## config.mk

```make
export PLATFORM = sky130hd
export DESIGN_NAME = nfh_host
export DESIGN_NICKNAME = d
export VERILOG_FILES = /design/src/core/nfh_pkg.sv /design/src/core/nfh_fifo.sv /design/src/core/nfh_host.sv
export SDC_FILE = /design/constraint.sdc
export NUM_CORES = 1
export LEC_CHECK = 0
export BUFFER_PORTS_ARGS = -buffer_cell sky130_fd_sc_hd__buf_2
export CORE_MARGIN = 2
export CORE_UTILIZATION = 65
export DETAILED_ROUTE_END_ITERATION = 8
export GPL_ROUTABILITY_DRIVEN = 0
export PLACE_DENSITY_LB_ADDON = 0.05
export SYNTH_ARGS = -nofsm -noshare
export SYNTH_HDL_FRONTEND = slang
export SYNTH_SLANG_ARGS = --single-unit
```

## constraint.sdc

```tcl
create_clock -name clk -period 4.8 [get_ports clk]
set_input_delay 0.24 -clock clk [delete_from_list [all_inputs] [get_ports clk]]
set_output_delay 0.24 -clock clk [all_outputs]
set_load 0.01 [all_outputs]
```

## src/core/nfh_pkg.sv

```systemverilog
/*
  package for the nand flash host port: command codes, address layout,
  pin timing counts and operation codes of the user side.
  assumes a 250 MHz core clock driving an asynchronous x8 nand device.
*/
package nfh_pkg;
  localparam int CLK_PERIOD_NS = 4;
  // strobe low and high phase, nanoseconds as used for the bus cycle
  localparam int STROBE_NS = 25;
  localparam int STROBE_CYC = (STROBE_NS + CLK_PERIOD_NS - 1) / CLK_PERIOD_NS;
  // read access delay before sampling the lane
  localparam int READ_ACCESS_DELAY_NS = 20;
  localparam int READ_ACCESS_DELAY_CYC =
      (READ_ACCESS_DELAY_NS + CLK_PERIOD_NS - 1) / CLK_PERIOD_NS;
  // wait after a confirm before busy may be trusted
  localparam int BUSY_SETTLE_NS = 100;
  localparam int BUSY_SETTLE_CYC = (BUSY_SETTLE_NS + CLK_PERIOD_NS - 1) / CLK_PERIOD_NS;
  // typical busy times; the erase time sets the busy timeout limit
  localparam int PROG_TIME_US = 200;
  localparam int ERASE_TIME_US = 2000;
  localparam int TIMEOUT_CYC_DEF = ERASE_TIME_US * 1000 / CLK_PERIOD_NS * 4;

  localparam logic [7:0] CMD_READ1 = 8'h00;
  localparam logic [7:0] CMD_READ2 = 8'h30;
  localparam logic [7:0] CMD_PROG1 = 8'h80;
  localparam logic [7:0] CMD_PROG2 = 8'h10;
  localparam logic [7:0] CMD_COPY_READ2 = 8'h35;
  localparam logic [7:0] CMD_COPY_PROG1 = 8'h85;
  localparam logic [7:0] CMD_ERASE1 = 8'h60;
  localparam logic [7:0] CMD_ERASE2 = 8'hd0;
  localparam logic [7:0] CMD_STATUS = 8'h70;
  localparam logic [7:0] CMD_ID = 8'h90;
  localparam logic [7:0] CMD_RESET = 8'hff;
  localparam logic [7:0] CMD_NONE = 8'h00;

  localparam int COL_BITS = 12;
  localparam int ROW_BITS = 16;
  localparam int COL_HI_BITS = 4;
  localparam logic [2:0] ADDR_BYTES_FULL = 3'h4;
  localparam logic [2:0] ADDR_BYTES_ROW = 3'h2;
  localparam logic [2:0] ADDR_BYTES_ONE = 3'h1;
  localparam logic [2:0] ADDR_FIRST_FULL = 3'h0;
  localparam logic [2:0] ADDR_FIRST_ROW = 3'h2;
  localparam int PAGE_BYTES = 2112;
  localparam int ID_BYTES = 4;

  // operations requested on the user side
  typedef enum logic [2:0] {
    NFH_OP_READ = 3'h0,
    NFH_OP_PROG = 3'h1,
    NFH_OP_ERASE = 3'h2,
    NFH_OP_STATUS = 3'h3,
    NFH_OP_ID = 3'h4,
    NFH_OP_RESET = 3'h5,
    NFH_OP_COPY = 3'h6
  } nfh_op_t;
endpackage : nfh_pkg

```

## src/core/nfh_fifo.sv

```systemverilog
/*
  fifo of parameter width and depth with valid and ready on both sides.
  assumes one clock; depth is a power of two.
*/
module nfh_fifo #(
  parameter int WIDTH = 8,
  parameter int DEPTH = 32
) (
  input wire logic clk, // core clock
  input wire logic reset_n, // async reset, active low
  input wire logic [WIDTH-1:0] in_data, // write data
  input wire logic in_valid, // write request
  output logic in_ready, // room available
  output logic [WIDTH-1:0] out_data, // head word
  output logic out_valid, // head word present
  input wire logic out_ready // head consumed
);
  localparam int AW = $clog2(DEPTH);
  logic [WIDTH-1:0] mem_reg [DEPTH];
  logic [AW:0] wr_reg;
  logic [AW:0] rd_reg;
  wire do_wr = in_valid && in_ready;
  wire do_rd = out_valid && out_ready;

  // full and empty from pointers carrying one extra wrap bit
  assign in_ready = !((wr_reg[AW] != rd_reg[AW]) && (wr_reg[AW-1:0] == rd_reg[AW-1:0]));
  assign out_valid = (wr_reg != rd_reg);
  assign out_data = mem_reg[rd_reg[AW-1:0]];

  // storage has no reset, only the pointers do
  always_ff @(posedge clk) begin
    if (do_wr) begin
      mem_reg[wr_reg[AW-1:0]] <= in_data;
    end
  end

  always_ff @(posedge clk or negedge reset_n) begin
    if (!reset_n) begin
      wr_reg <= '0;
      rd_reg <= '0;
    end else begin
      if (do_wr) wr_reg <= wr_reg + 1'b1;
      if (do_rd) rd_reg <= rd_reg + 1'b1;
    end
  end
endmodule : nfh_fifo

```

## src/core/nfh_host.sv

```systemverilog
/*
  host controller driving an asynchronous x8 nand flash through its pins.
  assumes the pins reach the device directly; ready/busy has an external
  pull-up and the lane is resolved outside from the enable.
*/
// How it works
// - command bytes sent with command latch high
// - address bytes sent with address latch high
// - four address bytes, column then row, for read, program and copy
// - upper nibble of column byte two zero
// - operations use the documented command codes
// - erase sends only two row bytes
module nfh_host
  import nfh_pkg::*;
#(
  parameter int TIMEOUT_CYC = TIMEOUT_CYC_DEF,
  parameter int FIFO_DEPTH = 32
) (
  input wire logic clk, // core clock
  input wire logic reset_n, // async reset, active low
  input wire logic op_valid, // start an operation
  input wire nfh_op_t op_code, // which operation
  input wire logic [COL_BITS-1:0] op_col, // column start within page
  input wire logic [ROW_BITS-1:0] op_row, // page address, block in top bits
  input wire logic [11:0] op_len, // bytes to move
  input wire logic op_wp_n, // write protect level to present
  output logic op_ready, // idle, accepts a start
  output logic op_done, // one-cycle pulse at end
  output logic op_timeout, // level: busy wait expired
  input wire logic [7:0] wr_data, // program data in
  input wire logic wr_valid, // program data valid
  output logic wr_ready, // program data taken
  output logic [7:0] rd_data, // read data out
  output logic rd_valid, // read data valid
  input wire logic rd_ready, // read data consumed
  output logic ce_n, // chip select pin
  output logic cle, // command latch pin
  output logic ale, // address latch pin
  output logic we_n, // write strobe pin
  output logic read_strobe_n, // read strobe pin
  output logic wp_n, // write protect pin
  output logic [7:0] io_byte_lane_o, // lane drive value
  output logic io_byte_lane_oe_n, // lane enable, low drives
  input wire logic [7:0] io_byte_lane_i, // lane as seen on the pins
  input wire logic rb_i // ready/busy pin level
);
  typedef enum logic [6:0] {
    ST_IDLE = 7'h01, ST_CMD1 = 7'h02, ST_ADDR = 7'h04, ST_WDATA = 7'h08,
    ST_CMD2 = 7'h10, ST_BUSY = 7'h20, ST_RDATA = 7'h40
  } nfh_state_t;

  nfh_state_t st_reg, st_next;
  nfh_op_t op_reg;
  logic [COL_BITS-1:0] col_reg;
  logic [ROW_BITS-1:0] row_reg;
  logic [11:0] cnt_reg;
  logic [2:0] abyte_reg;
  logic [2:0] alast_reg;
  logic [3:0] ph_reg; // strobe phase counter
  logic half_reg; // 0 low phase, 1 high phase
  logic [$clog2(TIMEOUT_CYC+1)-1:0] wait_reg;
  logic [2:0] rb_sync_reg;
  logic rb_reg;
  logic ce_n_reg, cle_reg, ale_reg, we_n_reg, re_n_reg, oe_n_reg, wp_n_reg;
  logic [7:0] lane_reg;
  logic done_reg, tmo_reg, ready_reg;
  logic [7:0] fout_data;
  logic fout_valid, fin_ready;
  logic [7:0] cap_reg;
  logic cap_valid_reg;

  // byte for each address cycle, column first then row
  function automatic logic [7:0] addr_byte(input logic [2:0] idx,
      input logic [COL_BITS-1:0] c, input logic [ROW_BITS-1:0] r);
    case (idx)
      3'h0: addr_byte = c[7:0];
      3'h1: addr_byte = {{COL_HI_BITS{1'b0}}, c[COL_BITS-1:8]};
      3'h2: addr_byte = r[7:0];
      default: addr_byte = r[ROW_BITS-1:8];
    endcase
  endfunction : addr_byte

  // first and second command codes per operation
  function automatic logic [7:0] cmd_first(input nfh_op_t o);
    case (o)
      NFH_OP_READ: cmd_first = CMD_READ1;
      NFH_OP_PROG: cmd_first = CMD_PROG1;
      NFH_OP_ERASE: cmd_first = CMD_ERASE1;
      NFH_OP_STATUS: cmd_first = CMD_STATUS;
      NFH_OP_ID: cmd_first = CMD_ID;
      NFH_OP_COPY: cmd_first = CMD_COPY_PROG1;
      default: cmd_first = CMD_RESET;
    endcase
  endfunction : cmd_first

  function automatic logic [7:0] cmd_second(input nfh_op_t o);
    case (o)
      NFH_OP_READ: cmd_second = CMD_READ2;
      NFH_OP_ERASE: cmd_second = CMD_ERASE2;
      default: cmd_second = CMD_PROG2; // program and copy-back confirm
    endcase
  endfunction : cmd_second

  wire has_addr = (op_reg != NFH_OP_STATUS) && (op_reg != NFH_OP_RESET);
  wire has_cmd2 = (op_reg == NFH_OP_READ) || (op_reg == NFH_OP_PROG)
      || (op_reg == NFH_OP_ERASE) || (op_reg == NFH_OP_COPY);
  wire reads_out = (op_reg == NFH_OP_READ) || (op_reg == NFH_OP_STATUS)
      || (op_reg == NFH_OP_ID);
  wire ph_end = (ph_reg == 4'(STROBE_CYC - 1));
  wire cycle_end = ph_end && half_reg;
  // one clock past the access delay, still inside the strobe low phase
  wire sample_now = !half_reg && (ph_reg == 4'(READ_ACCESS_DELAY_CYC + 1));
  wire prog_blocked = !op_wp_n && ((op_code == NFH_OP_PROG) || (op_code == NFH_OP_ERASE)
      || (op_code == NFH_OP_COPY));
  wire start = op_valid && (st_reg == ST_IDLE) && !prog_blocked;
  wire wr_avail = fout_valid;
  wire busy_over = (wait_reg >= BUSY_SETTLE_CYC[$bits(wait_reg)-1:0]) && rb_reg;
  wire busy_tmo = (wait_reg == TIMEOUT_CYC[$bits(wait_reg)-1:0]);
  wire last_byte = (cnt_reg == 12'h001);
  // a data cycle waits at its start for a byte, so no strobe is cut short
  wire stall = (st_reg == ST_WDATA) && !wr_avail && !half_reg && (ph_reg == 4'h0);

  // program data buffer; its ready is the user's wr_ready
  nfh_fifo #(.WIDTH(8), .DEPTH(FIFO_DEPTH)) u_wfifo (
    .clk(clk), .reset_n(reset_n),
    .in_data(wr_data), .in_valid(wr_valid), .in_ready(fin_ready),
    .out_data(fout_data), .out_valid(fout_valid),
    .out_ready(st_reg == ST_WDATA && cycle_end)
  );
  assign wr_ready = fin_ready;

  // sequencer: every pin cycle is a low phase then a high phase
  always_comb begin
    st_next = st_reg;
    case (st_reg)
      ST_IDLE: if (start) st_next = ST_CMD1;
      ST_CMD1: if (cycle_end) begin
        if (has_addr) st_next = ST_ADDR;
        else if (op_reg == NFH_OP_RESET) st_next = ST_BUSY;
        else st_next = ST_RDATA;
      end
      ST_ADDR: if (cycle_end && abyte_reg == alast_reg) begin
        if (op_reg == NFH_OP_PROG) st_next = ST_WDATA;
        else if (!has_cmd2) st_next = ST_RDATA;
        else st_next = ST_CMD2;
      end
      ST_WDATA: if (cycle_end && last_byte) st_next = ST_CMD2;
      ST_CMD2: if (cycle_end) st_next = ST_BUSY;
      ST_BUSY: if (busy_over) st_next = (op_reg == NFH_OP_READ) ? ST_RDATA : ST_IDLE;
        else if (busy_tmo) st_next = ST_IDLE;
      ST_RDATA: if (cycle_end && last_byte) st_next = ST_IDLE;
      default: st_next = ST_IDLE;
    endcase
  end

  // ready/busy through three flops, a change counts when the last two agree
  always_ff @(posedge clk or negedge reset_n) begin
    if (!reset_n) begin
      rb_sync_reg <= 3'h7;
      rb_reg <= 1'b1;
    end else begin
      rb_sync_reg <= {rb_sync_reg[1:0], rb_i};
      if (rb_sync_reg[1] == rb_sync_reg[2]) rb_reg <= rb_sync_reg[2];
    end
  end

  // phase counters and op capture
  always_ff @(posedge clk or negedge reset_n) begin
    if (!reset_n) begin
      st_reg <= ST_IDLE;
      op_reg <= NFH_OP_RESET;
      col_reg <= '0;
      row_reg <= '0;
      cnt_reg <= '0;
      abyte_reg <= '0;
      alast_reg <= '0;
      ph_reg <= '0;
      half_reg <= 1'b0;
      wait_reg <= '0;
    end else begin
      st_reg <= st_next;
      ph_reg <= (ph_end || stall || st_reg == ST_IDLE || st_reg == ST_BUSY) ? 4'h0
          : ph_reg + 4'h1;
      if (ph_end) half_reg <= !half_reg;
      if (st_reg != st_next) half_reg <= 1'b0;
      wait_reg <= (st_reg == ST_BUSY) ? wait_reg + 1'b1 : '0;
      if (start) begin
        op_reg <= op_code;
        col_reg <= op_col;
        row_reg <= op_row;
        cnt_reg <= (op_code == NFH_OP_STATUS) ? 12'h001 : op_len;
        // erase sends two row bytes, id one byte, read, program and copy four
        abyte_reg <= (op_code == NFH_OP_ERASE) ? ADDR_FIRST_ROW : ADDR_FIRST_FULL;
        alast_reg <= (op_code == NFH_OP_ID) ? ADDR_FIRST_FULL
            : ADDR_FIRST_FULL + ADDR_BYTES_FULL - ADDR_BYTES_ONE;
      end else if (st_reg == ST_ADDR && cycle_end) begin
        abyte_reg <= abyte_reg + 3'h1;
      end
      if ((st_reg == ST_WDATA || st_reg == ST_RDATA) && cycle_end) cnt_reg <= cnt_reg - 12'h001;
    end
  end

  // pin drive: latches and lane set for the whole cycle, strobe in low phase
  wire in_cmd = (st_reg == ST_CMD1) || (st_reg == ST_CMD2);
  wire in_wr = in_cmd || (st_reg == ST_ADDR) || (st_reg == ST_WDATA && wr_avail);
  wire [7:0] lane_next = (st_reg == ST_CMD1) ? cmd_first(op_reg)
      : (st_reg == ST_CMD2) ? cmd_second(op_reg)
      : (st_reg == ST_ADDR) ? addr_byte(abyte_reg, col_reg, row_reg)
      : fout_data;
  always_ff @(posedge clk or negedge reset_n) begin
    if (!reset_n) begin
      ce_n_reg <= 1'b1;
      cle_reg <= 1'b0;
      ale_reg <= 1'b0;
      we_n_reg <= 1'b1;
      re_n_reg <= 1'b1;
      oe_n_reg <= 1'b1;
      lane_reg <= 8'h00;
      wp_n_reg <= 1'b0;
    end else begin
      ce_n_reg <= (st_next == ST_IDLE);
      cle_reg <= in_cmd;
      ale_reg <= (st_reg == ST_ADDR);
      we_n_reg <= !(in_wr && !half_reg && !cycle_end);
      re_n_reg <= !(st_reg == ST_RDATA && !half_reg && !ph_end);
      oe_n_reg <= !in_wr;
      lane_reg <= lane_next;
      wp_n_reg <= op_wp_n;
    end
  end

  // read capture after the access delay, handed out with valid and ready
  always_ff @(posedge clk or negedge reset_n) begin
    if (!reset_n) begin
      cap_reg <= 8'h00;
      cap_valid_reg <= 1'b0;
      done_reg <= 1'b0;
      tmo_reg <= 1'b0;
      ready_reg <= 1'b1;
    end else begin
      ready_reg <= (st_reg == ST_IDLE) && (st_next == ST_IDLE);
      if (st_reg == ST_RDATA && sample_now) begin
        cap_reg <= io_byte_lane_i;
        cap_valid_reg <= 1'b1;
      end else if (rd_ready) begin
        cap_valid_reg <= 1'b0;
      end
      done_reg <= (st_reg != ST_IDLE) && (st_next == ST_IDLE);
      if (start) tmo_reg <= 1'b0;
      else if (st_reg == ST_BUSY && busy_tmo) tmo_reg <= 1'b1;
    end
  end

  assign ce_n = ce_n_reg;
  assign cle = cle_reg;
  assign ale = ale_reg;
  assign we_n = we_n_reg;
  assign read_strobe_n = re_n_reg;
  assign wp_n = wp_n_reg;
  assign io_byte_lane_o = lane_reg;
  assign io_byte_lane_oe_n = oe_n_reg;
  assign op_ready = ready_reg;
  assign op_done = done_reg;
  assign op_timeout = tmo_reg;
  assign rd_data = cap_reg;
  assign rd_valid = cap_valid_reg;

  // never drive the lane while the read strobe is low
  lane_contend_a: assert property (@(posedge clk) disable iff (!reset_n)
    !read_strobe_n |-> io_byte_lane_oe_n) else $error("lane driven during read strobe");
  latch_excl_a: assert property (@(posedge clk) disable iff (!reset_n)
    !(cle && ale)) else $error("both latches high");
  cmd_has_cle_a: assert property (@(posedge clk) disable iff (!reset_n)
    $rose(cle) |-> ##1 (io_byte_lane_oe_n == 1'b0)) else $error("command not driven");
  col_hi_zero_a: assert property (@(posedge clk) disable iff (!reset_n)
    (st_reg == ST_ADDR && abyte_reg == 3'h1) |=> io_byte_lane_o[7:4] == 4'h0)
    else $error("column high nibble not zero");
  erase_rows_a: assert property (@(posedge clk) disable iff (!reset_n)
    (st_reg == ST_ADDR && op_reg == NFH_OP_ERASE) |-> abyte_reg >= ADDR_FIRST_ROW)
    else $error("erase sent a column byte");
  wp_block_a: assert property (@(posedge clk) disable iff (!reset_n)
    (op_valid && st_reg == ST_IDLE && prog_blocked) |=> st_reg == ST_IDLE)
    else $error("protected operation started");
  busy_hold_a: assert property (@(posedge clk) disable iff (!reset_n)
    (st_reg == ST_BUSY && !rb_reg && !busy_tmo) |=> st_reg == ST_BUSY)
    else $error("left busy before ready");
  strobe_width_a: assert property (@(posedge clk) disable iff (!reset_n)
    $fell(we_n) |=> !we_n) else $error("write strobe too short");
  rdata_op_a: assert property (@(posedge clk) disable iff (!reset_n)
    st_reg == ST_RDATA |-> reads_out) else $error("read strobes for a write operation");
  cov_read_c: cover property (@(posedge clk) st_reg == ST_RDATA && op_reg == NFH_OP_READ);
  cov_prog_c: cover property (@(posedge clk) st_reg == ST_WDATA ##1 st_reg == ST_CMD2);
  cov_erase_c: cover property (@(posedge clk) st_reg == ST_BUSY && op_reg == NFH_OP_ERASE);
endmodule : nfh_host

```

; Word level (Yosys, flattened, before mapping)
; Memory sizes are Yosys's and may differ from the RTL's.
; Cells that the tools add are included.
[classes]
n_eq_ne = 33
n_addsub = 6
n_reduce_logical = 57
n_lt_le_gt_ge = 1
n_mux = 37
[ops]
columns = op, n
row1 = two-way mux 7 bit, 13
row2 = case mux 7 bit (7 select lines), 1
row3 = case mux 8 bit (6 select lines), 1
row4 = two-way mux 12 bit, 3
row5 = logical AND 1 bit, 27
row6 = two-way mux 8 bit, 3
row7 = case mux 8 bit (3 select lines), 1
row8 = adder 21 x 1 -> 21 bit (second input constant), 1
row9 = == test 21 bit (second input constant), 1
row10 = >= comparator 21 x 5 -> 1 bit (second input constant), 1
row11 = two-way mux 21 bit, 1
row12 = case mux 8 bit (2 select lines), 1
row13 = == test 3 x 2 -> 1 bit (second input constant), 5
row14 = == test 3 bit (second input constant), 5
row15 = == test 7 x 1 -> 1 bit (second input constant), 2
row16 = adder 6 x 1 -> 6 bit (second input constant), 2
row17 = == test 12 x 1 -> 1 bit (second input constant), 1
row18 = logical OR 1 bit, 12
row19 = subtractor 12 x 1 -> 12 bit (second input constant), 1
row20 = logical NOT 1 bit, 10
row21 = nonzero test 2 bit, 5
row22 = == test 3 x 1 -> 1 bit (second input constant), 3
row23 = two-way mux 1 bit, 8
row24 = == test 7 x 2 -> 1 bit (second input constant), 1
row25 = 22 further kinds, 25
[word_totals]
output_inout_bits = 28
elab_cells = 162
regBits = 125
mem_count = 1
input_bits = 66
ram_bits = 256
[mem_list]
columns = memory, depth, word_bits, rd, rd_ports_with_merged_regs, wr, line
row1 = u_wfifo.mem_reg, 32, 8, 1, 0, 1, nfh_fifo.sv:19  ; logic [WIDTH-1:0] mem_reg [DEPTH];

; Logic depth before layout (Yosys ltp)
; Gate-level depths: netlist of run 1.
[depth]
depth_word = 10
ltp_mapped = 10
depth_no_buf = 8

; Hierarchy
; Synthesis of run 1 repeated with hierarchy kept, for this count alone.
[unflattened]
hier_cells = 1084
area_unflattened_um2 = 16231.8
[modules_own_cells]
columns = mod, cells_per_inst, instances, seq_area_each_um2, area_per_inst_um2
row1 = nfh_fifo, 469, 1, 7987.7, 10562.6
row2 = nfh_host, 615, 1, 2792.7, 5669.2

; Worst setup path after synthesis of run 1
; Ideal clock, no wire load.
[synth_timing]
kind = register to register
startpoint = register u_wfifo.rd_reg[0]
endpoint = memory u_wfifo.mem_reg[31][0], enable pin
stages_incl_launch_ff = 9
slack_ns = 2.320
n_path_buf = 3
arrival_ns = 2.110
path_cell_list = dfrtp_1 -> buf_2 -> buf_4 -> xor2_1 -> nor2_1 -> a31oi_2 -> nand2_1 -> clkbuf_1 -> nor2_1
[synth_via]
elab_chain_len = 6
[synth_rtl]
columns = item, line
row1 = start: declaration, nfh_fifo.sv:21  ; logic [AW:0] rd_reg;
row2 = start signal: assignment, nfh_fifo.sv:43  ; if (do_rd) rd_reg <= rd_reg + 1'b1;
row3 = == test 5 bit, nfh_fifo.sv:26  ; assign in_ready = !((wr_reg[AW] != rd_reg[AW]) && (wr_reg[AW-1:0] == rd_reg[AW-1:0]));
row4 = logical AND 1 bit, nfh_fifo.sv:26
row5 = logical NOT 1 bit, nfh_fifo.sv:26
row6 = logical AND 1 bit, nfh_fifo.sv:22  ; wire do_wr = in_valid && in_ready;
row7 = two-way mux 1 bit, nfh_fifo.sv:32  ; if (do_wr) begin
row8 = two-way mux 1 bit (implied by the code), nfh_fifo.sv:33  ; mem_reg[wr_reg[AW-1:0]] <= in_data;
row9 = end: declaration, nfh_fifo.sv:19
; Every way passes these cells.

; Worst setup path after layout of run 1
[layout_timing]
startpoint = register u_wfifo.rd_reg[1]
endpoint = memory u_wfifo.mem_reg[11][0], enable pin
; Same word-level chain as after synthesis.

==> impl_metrics.csv, run 1 <==
group,metric,value,unit
clock_tree,cts_tree,"built",
clock_tree,insertion_delay,0.53,ns
global_route,antenna_found_initial,0,
critical_path,cp.required,4.95,ns
final_layout,area_delta_synth_final,15.1,%
logic_synthesis,synth_ff_type,"edfxtp_1",
logic_synthesis,synth_cells,1083,
placed_design,dp_hpwl,21.8,mm
final_layout,drive_gt1_frac,0.218,
global_route,grt_max_degree,81,
final_layout,nets,1302,
critical_path,timing.rr.start,"u_wfifo.rd_reg[1]$_DFFE_PN0P_",
clock_tree,clk_pin_slew_worst_paths,0.06,ns
floorplanning,fp.dieH,161,um
clock_tree,cts-root-buf,"clkbuf_16",
placed_design,place_inst,1455,
floorplanning,num_rows,57,
detailed_routing,wl_per_cell,22.3,um
placed_design,port_buffers,93,
critical_path,reg2regPathDepth,5,
global_route,track_usage,0.278,
logic_synthesis,syn_nets,1166,
logic_synthesis,yosys.cell_types.count,66,
logic_synthesis,synth_warnings,0,
hold_path,holdCritStartpoint,"op_len[10]",
critical_path,r2r-end,"u_wfifo.mem_reg[11][0]$_DFFE_PP_",
detailed_routing,drtIter0Drc,950,
timing,skew,0.0167,ns
timing,drv_slew,0,
timing,hold_violations,0,
global_route,overflow,0,
clock_tree,cts.sinks,379,
critical_path,critPathTopFamily,"simple AND/OR/NAND/NOR gates",
timing,setup_viol,0,
logic_synthesis,synth.avg_cell_area,14.8,um2
global_route,grt_pass1_vias,9739,
detailed_routing,ant_nets,0,
timing,fin_crit_sh,0.669,
floorplanning,die_area,25900,um2
critical_path,crit_type,"flop to flop",
clock_tree,clock_path_buffers,3,
final_layout,antenna_cells,0,
critical_path,cp_slowest_cell,"dfrtp_2",
final_layout,fin_cells,1570,
detailed_routing,drc,0,
timing,slew-limit-headroom,0.345,
timing,grt_setup_unrepaired,"false",
floorplanning,initial_utilization,0.661,
clock_tree,cts_resized,0,
timing,period_needed,3.21,ns
critical_path,cp-end-kind,"flop",
logic_synthesis,synth-seq-area-share,0.672,
status,status,"completed",
hold_path,hold_path_class,"input port to flop",
detailed_routing,via_per_inst,6.22,
timing,worstMarginPinSlew,0.982,ns
power_and_ir_drop,p_leak,6.78,nW
hold_path,holdPathStages,3,
critical_path,path_cells,"xor2_1 -> nor3_1 -> a31oi_2 -> nand2_1 -> nor2_1",
timing,fmax,311,MHz
power_and_ir_drop,power,8.53,mW
detailed_routing,drt-total-wl,35.0,mm
critical_path,max_stage_delay,0.92,ns
power_and_ir_drop,ir_worst_vdd,0.000415,V
flow_run,cap_violations,0,
floorplanning,io_pins,94,
critical_path,start_kind,"flop",
power_and_ir_drop,p_per_area,462,nW/um2
floorplanning,core,24200,um2
global_route,grt_pass1_wl,55.1,mm
clock_tree,numCtsBuffers,38,
detailed_routing,via_count,9763,
logic_synthesis,async_flop_share,0.325,
clock_tree,ctsHoldBuffers,48,
final_layout,nFillCells,1403,
logic_synthesis,syn_area,16000,um2
clock_tree,cts_max_level,2,
logic_synthesis,synth_seq_cells,379,
detailed_routing,dr.pass1.iters,7,
hold_path,hold_path_end,"cnt_reg[10]$_DFFE_PN0P_",
logic_synthesis,synth-edff-count,256,
floorplanning,die_w,161,um
critical_path,cp_num_buf_inv,0,
clock_tree,postCtsSetupRepairBufs,0,
timing,tns,0,ns
critical_path,arrival,3.37,ns
final_layout,largest_reg_flops,256,
critical_path,reg2reg_slack,1.59,ns
critical_path,crit_fanout,34,
[cells by family (layout without fill, tap and decap cells)]
group / Yosys count / in the layout / share of synthesized area
buf+inv: 75 / 238 / 0.0193
compound gates: 108 / 108 / 0.0452
simple gates: 371 / 371 / 0.110
fa+ha+maj: 18 / 18 / 0.0139
flops: 379 / 379 / 0.672
xor+xnor: 41 / 41 / 0.0224
mux: 91 / 91 / 0.117
[power by group]
part / internal (mW) / switching (mW)
Clock: 1.72 / 1.20
Sequential: 3.93 / 0.331
Combinational: 0.510 / 0.839
[cells in the mapped netlist (all sizes together), types with 20 or more instances]
| cell type | number | share of area |
|---|---|---|
| nand2 | 139 | 0.033 |
| dfrtp | 111 | 0.17 |
| xnor2 | 20 | 0.011 |
| nor2 | 94 | 0.022 |
| mux4 | 76 | 0.11 |
| edfxtp | 256 | 0.48 |
| o21ai | 26 | 0.0081 |
| nand3 | 36 | 0.011 |
| inv | 22 | 0.0051 |
| a21oi | 22 | 0.0069 |
| clkbuf | 31 | 0.0073 |
| buf | 22 | 0.0069 |
| xor2 | 21 | 0.011 |
[metrics by stage]
step / utilization / area [um2] / hold WS, ns / setup slack (ns)
6_report: 0.761 / 18500 / 0.0165 / 1.59
5_1_grt: 0.761 / 18500 / 0.0200 / 1.36
4_1_cts: 0.761 / 18500 / 0.00920 / 1.57
3_5_place_dp: 0.691 / 16700 / 0.348 / 1.59
3_3_place_gp: 0.691 / 16700 / 0.349 / 1.63
2_1_floorplan: - / 16000 / -0.0556 / 2.32
[worst reg2reg max path: stages, from the launching register on]
cell and delay (ns):
dfrtp_2 0.92, xor2_1 0.19, nor3_1 0.10, a31oi_2 0.43, nand2_1 0.49, nor2_1 0.72
[cell type report]
cell class / count / area (um2) / share of cell area
clock buffer: 55 / 1110 / 0.0601
clock inverter: 12 / 118 / 0.00637
inverter: 22 / 82.6 / 0.00447
multi-input combinational: 629 / 4950 / 0.268
sequential: 379 / 10800 / 0.584
tap: 324 / 405 / 0.0220
timing repair buffer: 149 / 1010 / 0.0546
[how the worst max path moves through the flow]
| stage | start | slack [ns] | to | cells past startpoint |
|---|---|---|---|---|
| global route | u_wfifo.rd_reg[1]$_DFFE_PN0P_ | 1.36 | u_wfifo.mem_reg[19][1]$_DFFE_PP_ | 5 |
| detailed placement | u_wfifo.rd_reg[1]$_DFFE_PN0P_ | 1.59 | u_wfifo.mem_reg[19][2]$_DFFE_PP_ | 5 |
| finish | u_wfifo.rd_reg[1]$_DFFE_PN0P_ | 1.59 | u_wfifo.mem_reg[11][0]$_DFFE_PP_ | 5 |
| floorplan | u_wfifo.rd_reg[0]$_DFFE_PN0P_ | 2.32 | u_wfifo.mem_reg[31][0]$_DFFE_PP_ | 8 |
| global placement | u_wfifo.rd_reg[1]$_DFFE_PN0P_ | 1.63 | u_wfifo.mem_reg[19][2]$_DFFE_PP_ | 5 |
| CTS | u_wfifo.rd_reg[1]$_DFFE_PN0P_ | 1.57 | u_wfifo.mem_reg[19][1]$_DFFE_PP_ | 5 |
[metal layers]
metal  up-vias  part of all wire  GRT usage
li1       4354                 -          -
met1      4863              0.42      0.401
met2       453              0.48      0.443
met3        93             0.065     0.0424
met4         0             0.035     0.0982
met5         -                 0          0
[placed cells by master, fill, tap and decap left out, types with 7 or more instances in the layout]
| cell | instances |
|---|---|
| a211oi_1 | 8 |
| a21oi_1 | 22 |
| a22oi_1 | 11 |
| and3_1 | 9 |
| buf_2 | 92 |
| buf_4 | 9 |
| clkbuf_1 | 11 |
| clkbuf_16 | 41 |
| dfrtp_1 | 109 |
| dfstp_2 | 12 |
| dlygate4sd3_1 | 48 |
| edfxtp_1 | 256 |
| ha_1 | 17 |
| inv_1 | 21 |
| mux2_2 | 9 |
| mux4_2 | 76 |
| nand2_1 | 139 |
| nand2b_1 | 8 |
| nand3_1 | 36 |
| nand3b_1 | 7 |
| nand4_1 | 13 |
| nor2_1 | 93 |
| nor2b_1 | 10 |
| nor3_1 | 13 |
| nor4_1 | 9 |
| o211ai_1 | 8 |
| o21ai_0 | 21 |
| xnor2_1 | 20 |
| xor2_1 | 21 |
Note: power is estimated with default switching activity, not from simulation.
==> run 2, diff against run 1 <==
--- a/config.mk
+++ b/config.mk
@@ -7,7 +7,7 @@
 export LEC_CHECK = 0
 export BUFFER_PORTS_ARGS = -buffer_cell sky130_fd_sc_hd__buf_2
 export CORE_MARGIN = 2
-export CORE_UTILIZATION = 65
+export CORE_UTILIZATION = 61
 export DETAILED_ROUTE_END_ITERATION = 8
 export GPL_ROUTABILITY_DRIVEN = 0
 export PLACE_DENSITY_LB_ADDON = 0.05
==> constraint.sdc (replaced) <==
create_clock -name clk -period 3.1 [get_ports clk]
set_input_delay 0.155 -clock clk [delete_from_list [all_inputs] [get_ports clk]]
set_output_delay 0.155 -clock clk [all_outputs]
set_load 0.01 [all_outputs]
==> run 2 against run 1 <==
  * Routed wire length up 8.5%
  * Cell area rose by 2.2%
  * First-iteration DRC count rose by 14%
  * Sequential power up 54%
  * Clock skew grew 0.0064 ns
  * Combinational power is 66% higher
  * Total power rose by 54%
  * Global-route usage increased by 0.38 points
  * Non-clock buffer count rose by 49
  * Critical path type unchanged
  * Highest routed layer unchanged
==> impl_metrics.csv, run 2 (synthesized netlist as in run 1, its figures left out) <==
group,metric,value,unit
critical_path,reg2reg_slack,0.37,ns
status,status,"completed",
power_and_ir_drop,ir_worst_vdd,0.000592,V
power_and_ir_drop,p_per_area,695,nW/um2
final_layout,final_cell_mix,"256 x edfxtp_1, 139 x nand2_1, 109 x dfrtp_1, 93 x nor2_1, 92 x buf_2",
global_route,antenna_found_initial,1,
power_and_ir_drop,power,13.1,mW
global_route,overflow,0,
floorplanning,io_pins,94,
placed_design,dp_hpwl,25.0,mm
timing,worstMarginPinSlew,0.845,ns
detailed_routing,dr.pass1.iters,5,
hold_path,hold_path_class,"input port to flop",
hold_path,holdPathStages,4,
placed_design,port_buffers,93,
timing,slew-limit-headroom,0.422,
final_layout,area_delta_synth_final,17.6,%
final_layout,final_common_cell,"edfxtp_1",
hold_path,holdCritStartpoint,"op_valid",
clock_tree,clock_path_buffers,3,
floorplanning,core,25900,um2
timing,drv_slew,0,
detailed_routing,via_per_inst,6.10,
detailed_routing,wl_per_cell,23.3,um
detailed_routing,via_count,9978,
clock_tree,cts_max_level,2,
timing,fmax,366,MHz
floorplanning,die_w,166,um
critical_path,timing.rr.start,"u_wfifo.rd_reg[1]$_DFFE_PN0P_",
critical_path,cp.required,3.49,ns
detailed_routing,drtIter0Drc,1080,
floorplanning,die_area,27600,um2
timing,tns,0,ns
timing,setup_viol,0,
floorplanning,fp.dieH,166,um
clock_tree,numCtsBuffers,39,
final_layout,drive_gt1_frac,0.239,
timing,fin_crit_sh,0.881,
critical_path,arrival,3.12,ns
clock_tree,insertion_delay,0.53,ns
clock_tree,cts_resized,0,
power_and_ir_drop,p_leak,7.02,nW
critical_path,cp-end-kind,"flop",
clock_tree,cts-root-buf,"clkbuf_16",
placed_design,place_ws,0.374,ns
detailed_routing,drc,0,
global_route,grt_max_degree,77,
global_route,grt_pass1_wl,58.8,mm
clock_tree,ctsHoldBuffers,55,
global_route,track_usage,0.282,
timing,worst_slack,0.369,ns
critical_path,crit_fanout,32,
clock_tree,clk_pin_slew_worst_paths,0.06,ns
final_layout,final_util,0.728,
timing,skew,0.0231,ns
clock_tree,postCtsSetupRepairBufs,0,
detailed_routing,drt-total-wl,38.0,mm
critical_path,reg2regPathDepth,7,
timing,hold_violations,0,
clock_tree,cts_tree,"built",
detailed_routing,ant_nets,0,
global_route,grt_pass1_vias,9942,
critical_path,r2r-end,"io_byte_lane_o[1]$_DFF_PN0_",
timing,grt_setup_unrepaired,"false",
clock_tree,cts.sinks,379,
critical_path,crit_type,"flop to flop",
flow_run,cap_violations,0,
critical_path,start_kind,"flop",
final_layout,largest_reg_flops,256,
floorplanning,num_rows,59,
timing,period_needed,2.73,ns
final_layout,nets,1352,
hold_path,hold_path_end,"st_reg[0]$_DFF_PN1_",
floorplanning,initial_utilization,0.619,
run 2: power breakdown:
part | total (mW) | leakage (nW) | switching, mW | internal [mW]
Clock | 4.30 | 0.575 | 1.82 | 2.48
Sequential | 6.57 | 3.86 | 0.484 | 6.09
Combinational | 2.24 | 2.58 | 1.36 | 0.879
run 2: worst max path at each step:
stage | endpoint | startpoint | cells past startpoint
2_1_floorplan | u_wfifo.mem_reg[31][0]$_DFFE_PP_ | u_wfifo.rd_reg[0]$_DFFE_PN0P_ | 8
3_3_place_gp | io_byte_lane_o[1]$_DFF_PN0_ | u_wfifo.rd_reg[1]$_DFFE_PN0P_ | 7
3_5_place_dp | io_byte_lane_o[1]$_DFF_PN0_ | u_wfifo.rd_reg[1]$_DFFE_PN0P_ | 7
4_1_cts | io_byte_lane_o[1]$_DFF_PN0_ | u_wfifo.rd_reg[1]$_DFFE_PN0P_ | 7
5_1_grt | u_wfifo.mem_reg[27][4]$_DFFE_PP_ | u_wfifo.rd_reg[0]$_DFFE_PN0P_ | 6
6_report | io_byte_lane_o[1]$_DFF_PN0_ | u_wfifo.rd_reg[1]$_DFFE_PN0P_ | 7
run 2: area by class of cell:
type,instances,area [um2]
sequential,379,10800
fill,1704,7050
multi-input combinational,629,4950
timing repair buffer,198,1430
clock buffer,57,1100
tap,335,419
clock inverter,14,82.6
inverter,22,82.6
antenna,1,2.50
run 2: critical path, stage by stage (launching register included):
cell and delay (ns):
dfrtp_2 0.38, buf_4 0.42, mux4_2 0.57, nor2b_1 0.14, a2111oi_0 0.77, a31oi_1 0.08, nand3_1 0.17, o21ai_1 0.07
run 2: metal layers:
metal	up-vias	GRT usage	routed length (um)
met2	459	0.454	18700
met4	0	0.0790	839
li1	4463	-	-
met5	-	0	0
met1	4991	0.403	15500
met3	65	0.0520	3010
run 2: through the flow:
step                hold slack [ns]  instances  instance area [um2]
CTS                          0.0124       1634                18900
detailed placement            0.221       1508                17100
global placement              0.218       1508                17100
floorplan                    -0.141       1083                16000
global route                 0.0422       1635                18900
finish                       0.0326       1635                18900
==> run 3, diff against run 2 <==
==> constraint.sdc (replaced) <==
create_clock -name clk -period 2.9 [get_ports clk]
set_input_delay 0.145 -clock clk [delete_from_list [all_inputs] [get_ports clk]]
set_output_delay 0.145 -clock clk [all_outputs]
set_load 0.01 [all_outputs]
==> run 3 against run 2 <==
  * Clock skew decreased by 0.0056 ns
  * Via count increased by 1.2%
  * Global-route usage decreased by 0.28 points
  * First-iteration DRC count decreased by 13%
  * Flip-flop and latch count unchanged
  * Die area unchanged
  * Critical path type unchanged
  * Largest cell class unchanged
  * Largest power group unchanged
==> impl_metrics.csv, run 3 (synthesized netlist as in run 1, its figures left out) <==
group,metric,value,unit
status,status,"completed",
final_layout,nets,1371,
final_layout,final_cell_mix,"256 x edfxtp_1, 139 x nand2_1, 109 x dfrtp_1, 93 x nor2_1, 92 x buf_2",
critical_path,cp-end-kind,"flop",
critical_path,cpMostUsedCell,"nor2_1",
timing,hold_violations,0,
hold_path,hold_path_class,"input port to flop",
detailed_routing,dr.pass1.iters,5,
detailed_routing,wl_per_cell,22.8,um
critical_path,r2r-end,"u_wfifo.mem_reg[11][3]$_DFFE_PP_",
detailed_routing,ant_nets,0,
global_route,track_usage,0.279,
critical_path,crit_fanout,28,
floorplanning,core,25900,um2
global_route,grt_max_degree,49,
global_route,overflow,0,
clock_tree,cts.sinks,379,
floorplanning,initial_utilization,0.619,
final_layout,fin_cells,1654,
timing,timing.hold.ws,0.0564,ns
timing,skew,0.0175,ns
hold_path,hold_path_end,"u_wfifo.wr_reg[3]$_DFFE_PN0P_",
power_and_ir_drop,ir_worst_vdd,0.000613,V
detailed_routing,via_per_inst,6.11,
timing,tns,0,ns
detailed_routing,drtIter0Drc,935,
critical_path,critPathTopFamily,"simple AND/OR/NAND/NOR gates",
clock_tree,cts_max_level,2,
final_layout,drive_gt1_frac,0.257,
clock_tree,clk_pin_slew_worst_paths,0.06,ns
detailed_routing,drt-total-wl,37.7,mm
hold_path,holdPathStages,5,
placed_design,port_buffers,93,
final_layout,area_delta_synth_final,19.6,%
timing,setup_viol,0,
clock_tree,clock_path_buffers,3,
detailed_routing,via_count,10100,
placed_design,dp_hpwl,25.1,mm
critical_path,start_kind,"flop",
critical_path,timing.rr.start,"u_wfifo.rd_reg[0]$_DFFE_PN0P_",
final_layout,nFillCells,1615,
timing,slew-limit-headroom,0.364,
critical_path,cp_num_buf_inv,1,
critical_path,crit_cells,6,
clock_tree,cts-root-buf,"clkbuf_16",
timing,period_needed,2.70,ns
final_layout,largest_reg_flops,256,
global_route,antenna_found_initial,0,
global_route,grt_pass1_vias,10300,
floorplanning,die_area,27600,um2
timing,grt_setup_unrepaired,"false",
clock_tree,numCtsBuffers,40,
final_layout,antenna_cells,0,
hold_path,holdCritStartpoint,"wr_valid",
timing,worstMarginPinSlew,0.929,ns
critical_path,path_cells,"xor2_1 -> nor2_1 -> a31oi_2 -> nand2_1 -> nor2_1 -> buf_4",
critical_path,reg2regPathDepth,6,
critical_path,max_stage_delay,0.77,ns
final_layout,design_area,19200,um2
critical_path,crit_type,"flop to flop",
flow_run,cap_violations,0,
timing,drv_slew,0,
placed_design,place_inst,1525,
critical_path,arrival,2.95,ns
detailed_routing,drc,0,
power_and_ir_drop,p_per_area,762,nW/um2
timing,fmax,370,MHz
floorplanning,num_rows,59,
timing,fin_crit_sh,0.932,
floorplanning,fp.dieH,166,um
floorplanning,die_w,166,um
final_layout,final_common_cell,"edfxtp_1",
critical_path,reg2reg_slack,0.20,ns
global_route,grt_pass1_wl,58.9,mm
power_and_ir_drop,p_leak,7.20,nW
critical_path,cp.required,3.15,ns
placed_design,placed_area,17300,um2
floorplanning,io_pins,94,
critical_path,cp_slowest_cell,"dfrtp_4",
clock_tree,insertion_delay,0.53,ns
clock_tree,cts_tree,"built",
## run 3: metrics by stage
stage | worst slack, ns | power, mW | util
2_1_floorplan | 0.420 | 8.48 | -
3_3_place_gp | 0.260 | 9.41 | 0.667
3_5_place_dp | 0.241 | 9.48 | 0.667
4_1_cts | 0.204 | 14.7 | 0.740
5_1_grt | 0.0521 | 15.2 | 0.740
6_report | 0.196 | 14.6 | 0.740
## run 3: how the worst max path moves through the flow
| stage | from | endpoint | slack, ns |
|---|---|---|---|
| finish | u_wfifo.rd_reg[0]$_DFFE_PN0P_ | u_wfifo.mem_reg[11][3]$_DFFE_PP_ | 0.20 |
| global route | u_wfifo.rd_reg[0]$_DFFE_PN0P_ | u_wfifo.mem_reg[27][2]$_DFFE_PP_ | 0.05 |
| CTS | u_wfifo.rd_reg[0]$_DFFE_PN0P_ | u_wfifo.mem_reg[11][6]$_DFFE_PP_ | 0.20 |
| detailed placement | u_wfifo.rd_reg[0]$_DFFE_PN0P_ | u_wfifo.mem_reg[11][0]$_DFFE_PP_ | 0.24 |
| global placement | u_wfifo.rd_reg[0]$_DFFE_PN0P_ | u_wfifo.mem_reg[11][1]$_DFFE_PP_ | 0.26 |
| floorplan | u_wfifo.rd_reg[0]$_DFFE_PN0P_ | u_wfifo.mem_reg[31][0]$_DFFE_PP_ | 0.42 |
## run 3: worst min-delay path, delay by kind of cell
kind / cells / cell delay, ns
buf+inv: 2 / 0.16
simple gates: 1 / 0.11
xor+xnor: 1 / 0.06
compound gates: 1 / 0.07
## run 3: area by class of cell
cell class | count | area [um2] | area share
clock buffer | 50 | 1090 | 0.0569
clock inverter | 23 | 243 | 0.0127
inverter | 22 | 82.6 | 0.00431
multi-input combinational | 629 | 4950 | 0.258
sequential | 379 | 10800 | 0.562
tap | 335 | 419 | 0.0219
timing repair buffer | 216 | 1610 | 0.0838
## run 3: timing repair
| item | CTS | global route |
|---|---|---|
| endpoints found under the hold margin | 96 | 0 |
| hold buffers | 56 | 0 |
| endpoints found under the setup margin | 0 | 0 |
| gates resized for setup | 0 | 0 |
| setup buffers | 0 | 0 |
## run 3: power by group
part / switching (mW) / internal, mW / leakage, nW / total (mW)
clock network: 2.08 / 3.05 / 0.648 / 5.14
logic: 1.48 / 0.947 / 2.69 / 2.43
registers: 0.550 / 6.50 / 3.86 / 7.05
## run 3: routing by layer
| metal | vias to the layer above | track usage | part of all wire |
|---|---|---|---|
| li1 | 4492 | - | - |
| met1 | 5118 | 0.391 | 0.42 |
| met2 | 416 | 0.461 | 0.49 |
| met3 | 73 | 0.0453 | 0.067 |
| met4 | 0 | 0.0805 | 0.024 |
| met5 | - | 0 | 0 |
